`config.mk`:
```
export PLATFORM = sky130hd
export DESIGN_NAME = bas_bargraph_bank
export DESIGN_NICKNAME = d
export VERILOG_FILES = /design/src/bas_pkg.sv /design/src/bas_bargraph_bank.sv /design/src/bas_bar_meter.sv
export SDC_FILE = /design/constraint.sdc
export NUM_CORES = 2
export LEC_CHECK = 0
export BUFFER_PORTS_ARGS = -buffer_cell sky130_fd_sc_hd__buf_2
export CAP_MARGIN = 20
export CORE_MARGIN = 1.5
export CORE_UTILIZATION = 37
export DETAILED_ROUTE_END_ITERATION = 6
export PLACE_DENSITY_LB_ADDON = 0.3
export SLEW_MARGIN = 30
export SYNTH_ARGS = -nofsm -noshare
export SYNTH_HDL_FRONTEND = slang
export SYNTH_SLANG_ARGS = --single-unit
export TNS_END_PERCENT = 30
```
`constraint.sdc`:
```
create_clock -name clk_sys_in -period 68.9 [get_ports clk_sys_in]
set_input_delay 13.78 -clock clk_sys_in [delete_from_list [all_inputs] [get_ports clk_sys_in]]
set_output_delay 13.78 -clock clk_sys_in [all_outputs]
set_load 0.02 [all_outputs]
```
`src/bas_pkg.sv`:
```
// Package: constants and carriers for the bar meter, auto return and bank select block
package bas_pkg;
	localparam int VAL_W        = 18;
	localparam int SEGS         = 20;
	localparam int NUM_BANKS    = 8;
	localparam int BANK_W       = 3;
	localparam logic signed [VAL_W-1:0] VAL_MIN = -18'sd19999;
	localparam logic signed [VAL_W-1:0] VAL_MAX = 18'sd99999;
	localparam int CLK_HZ       = 100000000;
	localparam int TICK_MS      = 1;
	localparam int TICK_CYC     = CLK_HZ / 1000 * TICK_MS;
	localparam int MS_PER_SEC   = 1000;
	localparam logic [6:0] RET_MAX_S = 7'h63;
	localparam int HOLD_MS      = 500;
	localparam int REP_SLOW_MS  = 200;
	localparam int REP_FAST_MS  = 20;
	localparam logic [6:0] RET_RST = 7'h00;
	localparam logic [BANK_W-1:0] BANK_RST = 3'h0;

	typedef enum logic [2:0] {
		MT_OFF  = 3'h0,
		MT_INC  = 3'h1,
		MT_INCR = 3'h2,
		MT_DEV  = 3'h3,
		MT_DEVR = 3'h4
	} bas_meter_e;

	typedef enum logic [1:0] {
		BM_OFF   = 2'h0,
		BM_KEYS  = 2'h1,
		BM_EVENT = 2'h2
	} bas_bank_e;

	typedef struct packed {
		logic signed [VAL_W-1:0] hh;
		logic signed [VAL_W-1:0] h;
		logic signed [VAL_W-1:0] l;
		logic signed [VAL_W-1:0] ll;
	} bas_thresh_s;

	typedef struct packed {
		logic hh;
		logic h;
		logic l;
		logic ll;
	} bas_cmp_s;

	typedef struct packed {
		logic up;
		logic shift;
		logic any;
	} bas_keys_s;
endpackage

```
`src/bas_bargraph_bank.sv`:
```
// Top: display value select, auto return, output test and bank thresholds
`timescale 1ns/1ps
module bas_bargraph_bank #(
	parameter int TICK_CYC = bas_pkg::TICK_CYC,
	parameter int HOLD_MS  = bas_pkg::HOLD_MS
) (
	input  wire logic                              clk_sys_in,
	input  wire logic                              rst_n_in,
	input  wire logic signed [bas_pkg::VAL_W-1:0]  meas_in,
	input  wire logic signed [bas_pkg::VAL_W-1:0]  max_in,
	input  wire logic signed [bas_pkg::VAL_W-1:0]  min_in,
	input  wire logic [1:0]                        disp_sel_in,
	input  wire logic [1:0]                        disp_power_on_in,
	input  wire logic                              disp_switch_in,
	input  wire logic                              run_or_adj_in,
	input  wire bas_pkg::bas_keys_s                keys_in,
	input  wire logic [6:0]                        ret_time_s_in,
	input  wire bas_pkg::bas_meter_e               mtype_in,
	input  wire logic signed [bas_pkg::VAL_W-1:0]  meter_upper_in,
	input  wire logic signed [bas_pkg::VAL_W-1:0]  meter_lower_in,
	input  wire logic                              test_level_in,
	input  wire logic                              test_enable_in,
	input  wire bas_pkg::bas_bank_e                bank_method_in,
	input  wire logic                              set_protect_in,
	input  wire logic [bas_pkg::BANK_W-1:0]        key_bank_in,
	input  wire logic                              bank_sel_bit0,
	input  wire logic                              bank_sel_bit1,
	input  wire logic                              bank_sel_bit2,
	input  wire logic                              bank_thresh_edit,
	input  wire logic                              run_thresh_wr_in,
	input  wire logic [bas_pkg::BANK_W-1:0]        edit_bank_in,
	input  wire bas_pkg::bas_thresh_s              thresh_wdata_in,
	input  wire logic                              copy_go_in,
	input  wire logic [bas_pkg::BANK_W-1:0]        copy_src_in,
	output logic [bas_pkg::SEGS-1:0]               segs_out,
	output logic [1:0]                             disp_sel_out,
	output logic signed [bas_pkg::VAL_W-1:0]       test_value_out,
	output logic                                   test_active_out,
	output logic [bas_pkg::BANK_W-1:0]             active_bank_out,
	output bas_pkg::bas_thresh_s                   thresh_out,
	output bas_pkg::bas_cmp_s                      cmp_out,
	output logic                                   bank_lit_out,
	output logic                                   method_visible_out,
	output logic                                   edit_refused_out
);
	localparam int TW = 17;
	localparam int MW = 10;

	typedef struct packed {
		logic [TW-1:0]                       tick_cnt;
		logic [MW-1:0]                       ms_cnt;
		logic [6:0]                          idle_s;
		logic                                ret_armed;
		logic [1:0]                          disp;
		logic signed [bas_pkg::VAL_W-1:0]    tval;
		logic                                tact;
		logic [MW-1:0]                       hold_ms;
		logic [MW-1:0]                       rep_ms;
		logic                                was_key;
		logic [bas_pkg::BANK_W-1:0]          bank;
		bas_pkg::bas_thresh_s                thr;
		bas_pkg::bas_cmp_s                   cmp;
		logic                                refused;
		logic                                lit;
		logic                                vis;
		bas_pkg::bas_thresh_s [bas_pkg::NUM_BANKS-1:0] banks;
	} bas_top_state_s;

	bas_top_state_s st_r;
	bas_top_state_s st_nxt;
	logic signed [bas_pkg::VAL_W-1:0] shown;
	logic signed [bas_pkg::VAL_W-1:0] cmp_val;
	logic                             tick;
	logic                             key_held;
	logic [MW-1:0]                    rep_period;

	function automatic logic signed [bas_pkg::VAL_W-1:0] clamp_val(
		input logic signed [bas_pkg::VAL_W-1:0] v);
		if (v > bas_pkg::VAL_MAX)
			return bas_pkg::VAL_MAX;
		if (v < bas_pkg::VAL_MIN)
			return bas_pkg::VAL_MIN;
		return v;
	endfunction

	// Values passed in so the caller sees every change
	function automatic logic signed [bas_pkg::VAL_W-1:0] pick_val(
		input logic [1:0]                       sel,
		input logic signed [bas_pkg::VAL_W-1:0] pres,
		input logic signed [bas_pkg::VAL_W-1:0] maxv,
		input logic signed [bas_pkg::VAL_W-1:0] minv);
		case (sel)
			2'h1:    return maxv;
			2'h2:    return minv;
			default: return pres;
		endcase
	endfunction

	always_comb
	begin
		st_nxt = st_r;
		tick = (st_r.tick_cnt == TW'(TICK_CYC - 1));
		st_nxt.tick_cnt = tick ? '0 : st_r.tick_cnt + 1'b1;
		key_held = keys_in.up | keys_in.shift;

		// One-second count from millisecond ticks
		if (tick)
			st_nxt.ms_cnt = (st_r.ms_cnt == MW'(bas_pkg::MS_PER_SEC - 1)) ? '0
				: st_r.ms_cnt + 1'b1;

		// Display selection and idle return
		if (disp_switch_in && run_or_adj_in)
		begin
			st_nxt.disp = disp_sel_in;
			st_nxt.ret_armed = 1'b1;
		end
		if (keys_in.any || disp_switch_in)
		begin
			st_nxt.idle_s = '0;
			st_nxt.ms_cnt = '0;
		end
		else if (tick && st_r.ms_cnt == MW'(bas_pkg::MS_PER_SEC - 1) && st_r.ret_armed)
			st_nxt.idle_s = st_r.idle_s + 1'b1;
		if (ret_time_s_in == 7'h00)
			st_nxt.idle_s = '0;
		else if (st_r.ret_armed && run_or_adj_in && !disp_switch_in && !keys_in.any
			&& st_r.idle_s >= ret_time_s_in)
		begin
			st_nxt.disp = disp_power_on_in;
			st_nxt.ret_armed = 1'b0;
			st_nxt.idle_s = '0;
		end

		st_nxt.tact = test_level_in && test_enable_in;
		rep_period = (st_r.hold_ms >= MW'(HOLD_MS)) ? MW'(bas_pkg::REP_FAST_MS)
			: MW'(bas_pkg::REP_SLOW_MS);
		if (!key_held || !st_r.tact)
		begin
			st_nxt.hold_ms = '0;
			st_nxt.rep_ms = '0;
		end
		else if (tick)
		begin
			if (st_r.hold_ms < MW'(HOLD_MS))
				st_nxt.hold_ms = st_r.hold_ms + 1'b1;
			st_nxt.rep_ms = (st_r.rep_ms >= rep_period - 1'b1) ? '0 : st_r.rep_ms + 1'b1;
		end
		st_nxt.was_key = key_held;
		// Up/shift step, held key repeats faster
		if (st_r.tact && ((key_held && !st_r.was_key)
			|| (tick && key_held && st_r.rep_ms >= rep_period - 1'b1)))
		begin
			if (keys_in.up)
				st_nxt.tval = clamp_val(st_r.tval + 18'sd1);
			else
				st_nxt.tval = clamp_val(st_r.tval - 18'sd1);
		end

		st_nxt.vis = !set_protect_in;
		st_nxt.lit = (bank_method_in != bas_pkg::BM_OFF);
		case (bank_method_in)
			bas_pkg::BM_KEYS:
				st_nxt.bank = key_bank_in;
			bas_pkg::BM_EVENT:
				st_nxt.bank = {bank_sel_bit2, bank_sel_bit1, bank_sel_bit0};
			default:
				st_nxt.bank = bas_pkg::BANK_RST;
		endcase

		st_nxt.refused = bank_thresh_edit && (bank_method_in == bas_pkg::BM_OFF);
		if (bank_thresh_edit && bank_method_in != bas_pkg::BM_OFF)
			st_nxt.banks[edit_bank_in] = thresh_wdata_in;
		// Run-level entry lands in bank 0
		if (run_thresh_wr_in)
			st_nxt.banks[0] = thresh_wdata_in;
		if (copy_go_in && bank_method_in != bas_pkg::BM_OFF)
			for (int b = 0; b < bas_pkg::NUM_BANKS; b++)
				st_nxt.banks[b] = st_r.banks[copy_src_in];

		st_nxt.thr = st_r.banks[st_r.bank];
		cmp_val = st_r.tact ? st_r.tval : meas_in;
		st_nxt.cmp.hh = cmp_val > st_r.thr.hh;
		st_nxt.cmp.h  = cmp_val > st_r.thr.h;
		st_nxt.cmp.l  = cmp_val < st_r.thr.l;
		st_nxt.cmp.ll = cmp_val < st_r.thr.ll;
	end

	always_ff @(posedge clk_sys_in or negedge rst_n_in)
	begin
		if (!rst_n_in)
			st_r <= '0;
		else
			st_r <= st_nxt;
	end

	assign shown = st_r.tact ? st_r.tval : pick_val(st_r.disp, meas_in, max_in, min_in);

	bas_bar_meter #(
		.SEGS (bas_pkg::SEGS)
	) u_meter (
		.clk_sys_in (clk_sys_in),
		.rst_n_in   (rst_n_in),
		.value_in   (shown),
		.upper_in   (clamp_val(meter_upper_in)),
		.lower_in   (clamp_val(meter_lower_in)),
		.mtype_in   (mtype_in),
		.segs_out   (segs_out)
	);

	assign disp_sel_out       = st_r.disp;
	assign test_value_out     = st_r.tval;
	assign test_active_out    = st_r.tact;
	assign active_bank_out    = st_r.bank;
	assign thresh_out         = st_r.thr;
	assign cmp_out            = st_r.cmp;
	assign bank_lit_out       = st_r.lit;
	assign method_visible_out = st_r.vis;
	assign edit_refused_out   = st_r.refused;
endmodule

```
`src/bas_bar_meter.sv`:
```
// Bar meter segment generator
`timescale 1ns/1ps
module bas_bar_meter #(
	parameter int SEGS = bas_pkg::SEGS
) (
	input  wire logic                          clk_sys_in,
	input  wire logic                          rst_n_in,
	input  wire logic signed [bas_pkg::VAL_W-1:0] value_in,
	input  wire logic signed [bas_pkg::VAL_W-1:0] upper_in,
	input  wire logic signed [bas_pkg::VAL_W-1:0] lower_in,
	input  wire bas_pkg::bas_meter_e           mtype_in,
	output logic [SEGS-1:0]                    segs_out
);
	typedef struct packed {
		logic [SEGS-1:0] segs;
	} bas_bm_state_s;

	bas_bm_state_s st_r;
	bas_bm_state_s st_nxt;
	logic signed [19:0] span;
	logic signed [19:0] off;
	logic signed [19:0] scaled;
	logic signed [19:0] mid;
	logic               rev;
	logic               swap;
	int                 lvl;

	always_comb
	begin
		st_nxt = st_r;
		// Span from lower to upper, sign folded below
		span = 20'(upper_in) - 20'(lower_in);
		swap = (lower_in < upper_in);
		rev = (mtype_in == bas_pkg::MT_INCR) || (mtype_in == bas_pkg::MT_DEVR);
		mid = (20'(upper_in) + 20'(lower_in)) >>> 1;
		off = 20'(value_in) - 20'(lower_in);
		if (span < 0)
		begin
			span = -span;
			off = 20'(lower_in) - 20'(value_in);
		end
		if (span == 0)
			span = 20'sd1;
		// Divide is slow logic but runs only in a display path
		// Product kept wide, 20 bits overflow at large limits
		scaled = 20'((32'(off) * 32'sd20) / 32'(span));
		lvl = 0;
		if (scaled > 20'sd20)
			lvl = SEGS;
		else if (scaled > 0)
			lvl = int'(scaled);
		st_nxt.segs = '0;
		case (mtype_in)
			bas_pkg::MT_INC, bas_pkg::MT_INCR:
			begin
				for (int i = 0; i < SEGS; i++)
					st_nxt.segs[i] = (i < lvl);
			end
			bas_pkg::MT_DEV, bas_pkg::MT_DEVR:
			begin
				for (int i = 0; i < SEGS; i++)
					st_nxt.segs[i] = (lvl >= SEGS / 2) ? (i >= SEGS / 2 && i < lvl)
						: (i >= lvl && i < SEGS / 2);
				if (value_in == mid[bas_pkg::VAL_W-1:0])
					st_nxt.segs[SEGS/2] = 1'b1;
			end
			default:
				st_nxt.segs = '0;
		endcase
		if (rev ^ swap)
			st_nxt.segs = {<<{st_nxt.segs}};
	end

	always_ff @(posedge clk_sys_in or negedge rst_n_in)
	begin
		if (!rst_n_in)
			st_r <= '0;
		else
			st_r <= st_nxt;
	end

	assign segs_out = st_r.segs;
endmodule

```
Word-level counts from Yosys, hierarchy flattened
Index checks and enable logic that the tools add are counted.

$add $sub $neg: 13. Multiply operators: 1. Div/mod/pow operators: 1. $lt $le $gt $ge: 55. Equal/unequal tests: 11. Multiplexer cells: 94. Bitwise gates (word level): 2. Reductions and logical operators: 39.

Operators by type and width (number): 2-to-1 mux 576 bit (2); bitwise mux 576 bit (1); binary-select mux 72 bit (select 3 bit) (2); 2-to-1 mux 18 bit (19); 2-to-1 mux 72 bit (4); < comparator 5 x 32 -> 1 bit, first input constant (8); demux 72 bit (select 3 bit) (1); >= comparator 4 x 32 -> 1 bit, first input constant (4); < comparator 4 x 32 -> 1 bit, first input constant (4); < comparator 6 x 32 -> 1 bit, first input constant (4); 2-to-1 mux 20 bit (6); > comparator 18 bit, second input constant (4); < comparator 18 x 16 -> 1 bit, second input constant (4); >= comparator 3 x 32 -> 1 bit, first input constant (2); >= comparator 5 x 32 -> 1 bit, first input constant (2); < comparator 3 x 32 -> 1 bit, first input constant (2); 2-to-1 mux 32 bit (2); 2-to-1 mux 10 bit (6); subtractor 18 x 18 -> 19 bit (3); < comparator 18 bit (3); 2-to-1 mux 1 bit (41); one-hot mux 20 bit (2 select lines) (1); > comparator 18 bit (2); one-hot mux 18 bit (2 select lines) (1); other kinds (50) (88).

Bits in registers: 755.

Depth between registers and ports, before layout
Depth in word-level cells: 19. Gate-level depth with buffers: 432.

Modules after synthesis
Synthesis repeated with hierarchy kept, for this count alone.

Cell total of the unflattened synthesis: 9142. Area, all modules: 76425.8 sq um.

Modules (own cells, without submodules): bas_bargraph_bank (instances 1, cells each 3979, area an instance 40862.9 sq um, seq. area each 18392.6 sq um); bas_bar_meter (instances 1, cells each 5163, area an instance 35562.9 sq um, seq. area each 500.5 sq um).

Least setup slack after synthesis
No wires, ideal clock.

Kind: input -> register. From: input port meter_lower_in[4] in the netlist's numbering. To: register u_meter.st_r (netlist bit u_meter.segs_out[0]). Library setup time: 81 ps. Arrival: 95983 ps. Setup slack: -27164 ps. Cell stages on the path: 399. Buffers on the path: 48. Path through: nor4_1 a21oi_1 or4_1 a31oi_1 or3_1 ha_1 clkbuf_1 o21ai_0 inv_1 ha_1 nor2b_1 o311ai_1 mux2i_1 a2111oi_4 nor3_2 and2_1 clkbuf_2 a31o_2 [... 363 more ...] o31ai_1 a21o_1 a21oi_1 o21ai_2 inv_2 buf_6 ha_1 and3_1 nand2_1 or4_1 o21ai_1 a21oi_1 nand2b_1 nor3_1 a31oi_1 ha_1 o32a_1 mux2i_1.

RTL lines: from (decl) (line bas_bargraph_bank.sv:20) `input wire logic signed [bas_pkg::VAL_W-1:0] meter_lower_in,`; to (signal assigned) (line bas_bar_meter.sv:79) `st_r <= st_nxt;`; to (decl) (line bas_bar_meter.sv:18) `bas_bm_state_s st_r;`.

==> results.cfg <==
[layout]
fin_nets = 12870
register_area_um2 = 18900
syn2layout_area_growth_pct = 42.4
instances_no_fill = 14690
drive_gt1_frac = 0.376
fin_area_um2 = 109000
fill_cells = 18639
multi_input_area_um2 = 58500

[route]
drt_wl_total_um = 319000
vias = 82927
viasPerCell = 5.65
firstDrtPassIters = 5
post_drt_wl_per_cell_um = 21.7
drt-initial-drc-count = 6701
drcViolationCount = 0
ant_nets = 0

[timing]
worst_pin_slew_ns = 1.09
hold_viol = 0
clock_skew_ns = 0.0890
post-route-min-period_ns = 83.09
finalMaxSlewViolations = 0
tns_ns = -282.79
rsz0062_at_grt = yes
setup_viol = 20
setup_ws_ns = -14.19
period_share = 1.21
slew_headroom = 0.275
fmax_mhz = 12.0

[yosys]
synth-simple-area-share = 0.176
synth_adder_area_share = 0.123
netlist_area_um2 = 76200
netlist_instances = 9126
synth_compound_area_frac = 0.225
synthArstFlopShare = 1.00
synth_area_leader_cell = dfrtp_1
yosys.area_share.xor_xnor = 0.0544
synth_area_leaders = dfrtp_1 (25%), ha_1 (12%), mux4_2 (8.5%)
synth_top_family_by_area = compound AO/OA/AOI/OAI gates
synthDominantCellAreaShare = 0.248
synth_mux_area_frac = 0.125
synthTopCellsByCount = nand2_1 (955), nor2_1 (947), a21oi_1 (809), o21ai_0 (773), dfrtp_1 (755)
yosys_register_bits = 755
synth_most_common_cell = nand2_1
avgSynthCellArea_um2 = 8.35
synth_edf_count = 0
synth_warnings = 0
ys_types = 113
seq_area_frac_synth = 0.248
synthFlopType = dfrtp_1

[critical_path]
crit_slowest_cell = or4_4
cp-start-kind = input pin
cp-end-kind = flop
worst-setup-path-type = input pin to flop
crit_path_max_fanout = 7
crit_path_frequent_cell = a21oi_2
crit_buf_inv = 38
worst_ep_arrival_time_ns = 83.65
cp.required_ns = 69.46
path_delay_family = compound AO/OA/AOI/OAI gates
cp_slowest_stage_delay_ns = 0.54

[outcome]
violations = setup timing
status = finished with violations

[placed_design]
dpl-instance-area_um2 = 99700
place_congestion = 1.04
io_buffers = 325
place_ws_ns = -18.71
dpl.cell_count = 14189
dp.final_hpwl_um = 236000

[clocking]
clk_root_buffer_cell = clkbuf_16
cts_sinks = 755
cts_tree = built
htreeDepth = 3
clock_path_buffers = 3
cts_inserted_buffers = 79
path_clk_slew_ns = 0.06
clk_latency_ns = 0.75

[job]
maxCapViolations = 0

[floorplan]
start_util = 0.372
coreArea_um2 = 205000
io_pins = 326
dieWidth_um = 457
rows = 166
die_h_um = 457
die_area_um2 = 209000

[global_route]
gr-usage-all-layers = 0.292
grt_pass1_vias = 81987
antenna_found_initial = 31
grt_pass1_wl_um = 478000
overflow = 0
grt_start_max_net_pins = 179

[min_path]
hold_class = flop to flop
## stage by stage
stage / hold slack, ns / utilization
after floorplan: 0.438 / -
final: 0.484 / 0.530
after CTS: 0.483 / 0.516
after detailed placement: 0.469 / 0.487
after global routing: 0.486 / 0.530
after global placement: 0.457 / 0.487
## worst reg2reg max path: cells and delay by family (launching register included)
family	cells	cell delay, ns
and+or+nand+nor	71	11.47
buffers and inverters	36	4.35
xor gates and xnor gates	3	0.40
DFF	1	0.40
muxes	9	2.84
adders and majority gates	31	8.55
AOI/OAI and AO/OA	194	37.03
## cells in the final DEF (no fill, tap or decap), drive strengths merged, types with 105 or more instances in the layout
cell type / count
a21o: 244
a21oi: 812
a31oi: 168
buf: 3161
clkbuf: 115
dfrtp: 755
ha: 738
inv: 337
mux2: 147
mux2i: 134
mux4: 288
nand2: 955
nand3: 166
nor2: 947
nor2b: 105
nor3: 221
o21a: 167
o21ai: 788
xnor2: 302
xor2: 170
## kinds of logic after synthesis
group | after synthesis
simple gates | 2939
flops | 755
other cells | 2
buf+inv | 885
mux | 569
compound gates | 2760
fa+ha+maj | 744
xor+xnor | 472
## area by class of cell
cell class / instances / share of cell area
multi-input combinational: 7584 / 0.539
tap: 2688 / 0.0310
antenna: 19 / 0.000438
clock inverter: 30 / 0.00518
inverter: 338 / 0.0118
sequential: 755 / 0.174
clock buffer: 111 / 0.0214
timing repair buffer: 3165 / 0.217
## routing by layer
layer  track usage  vias to the layer above  routed length (µm)
met5             0                        -                 156
met4         0.120                       24               14400
met2         0.476                     2920              147000
met1         0.382                    40422              134000
met3        0.0504                      663               23800
li1              -                    38898                   -
## registers in the layout, summed over array words and instances, names as in the netlist
name / flops
test_value_out: 18
thresh_out: 72
method_visible_out: 1
active_bank_out: 3
edit_refused_out: 1
bank_lit_out: 1
u_meter.segs_out: 20
test_active_out: 1
disp_sel_out: 2
cmp_out: 4
st_r: 632
## final timing paths
kind	from	end	slack, ns	depth (start not counted)
max	meter_lower_in[0]	u_meter.segs_out[14]$_DFF_PN0_	-14.19	374
min	st_r[722]$_DFF_PN0_	st_r[722]$_DFF_PN0_	0.48	1
max reg2reg	disp_sel_out[0]$_DFF_PN0_	u_meter.segs_out[14]$_DFF_PN0_	3.81	344
min reg2reg	st_r[722]$_DFF_PN0_	st_r[722]$_DFF_PN0_	0.48	1
max in group asynchronous	rst_n_in	test_value_out[8]$_DFFE_PN0P_	53.18	4
min in group asynchronous	rst_n_in	st_r[459]$_DFFE_PN0P_	13.14	1
## timing repair
action | in CTS | in global routing
gates cloned | 2 | 3
resized for setup | 288 | 380
buffers inserted | 203 | 134
hold buffers | 0 | 0
endpoints found under the setup margin | 20 | 20
pin swaps | 195 | 292
Power is not shown: default switching activity piles up to over one toggle a cycle in this logic, so the estimate is an artifact.
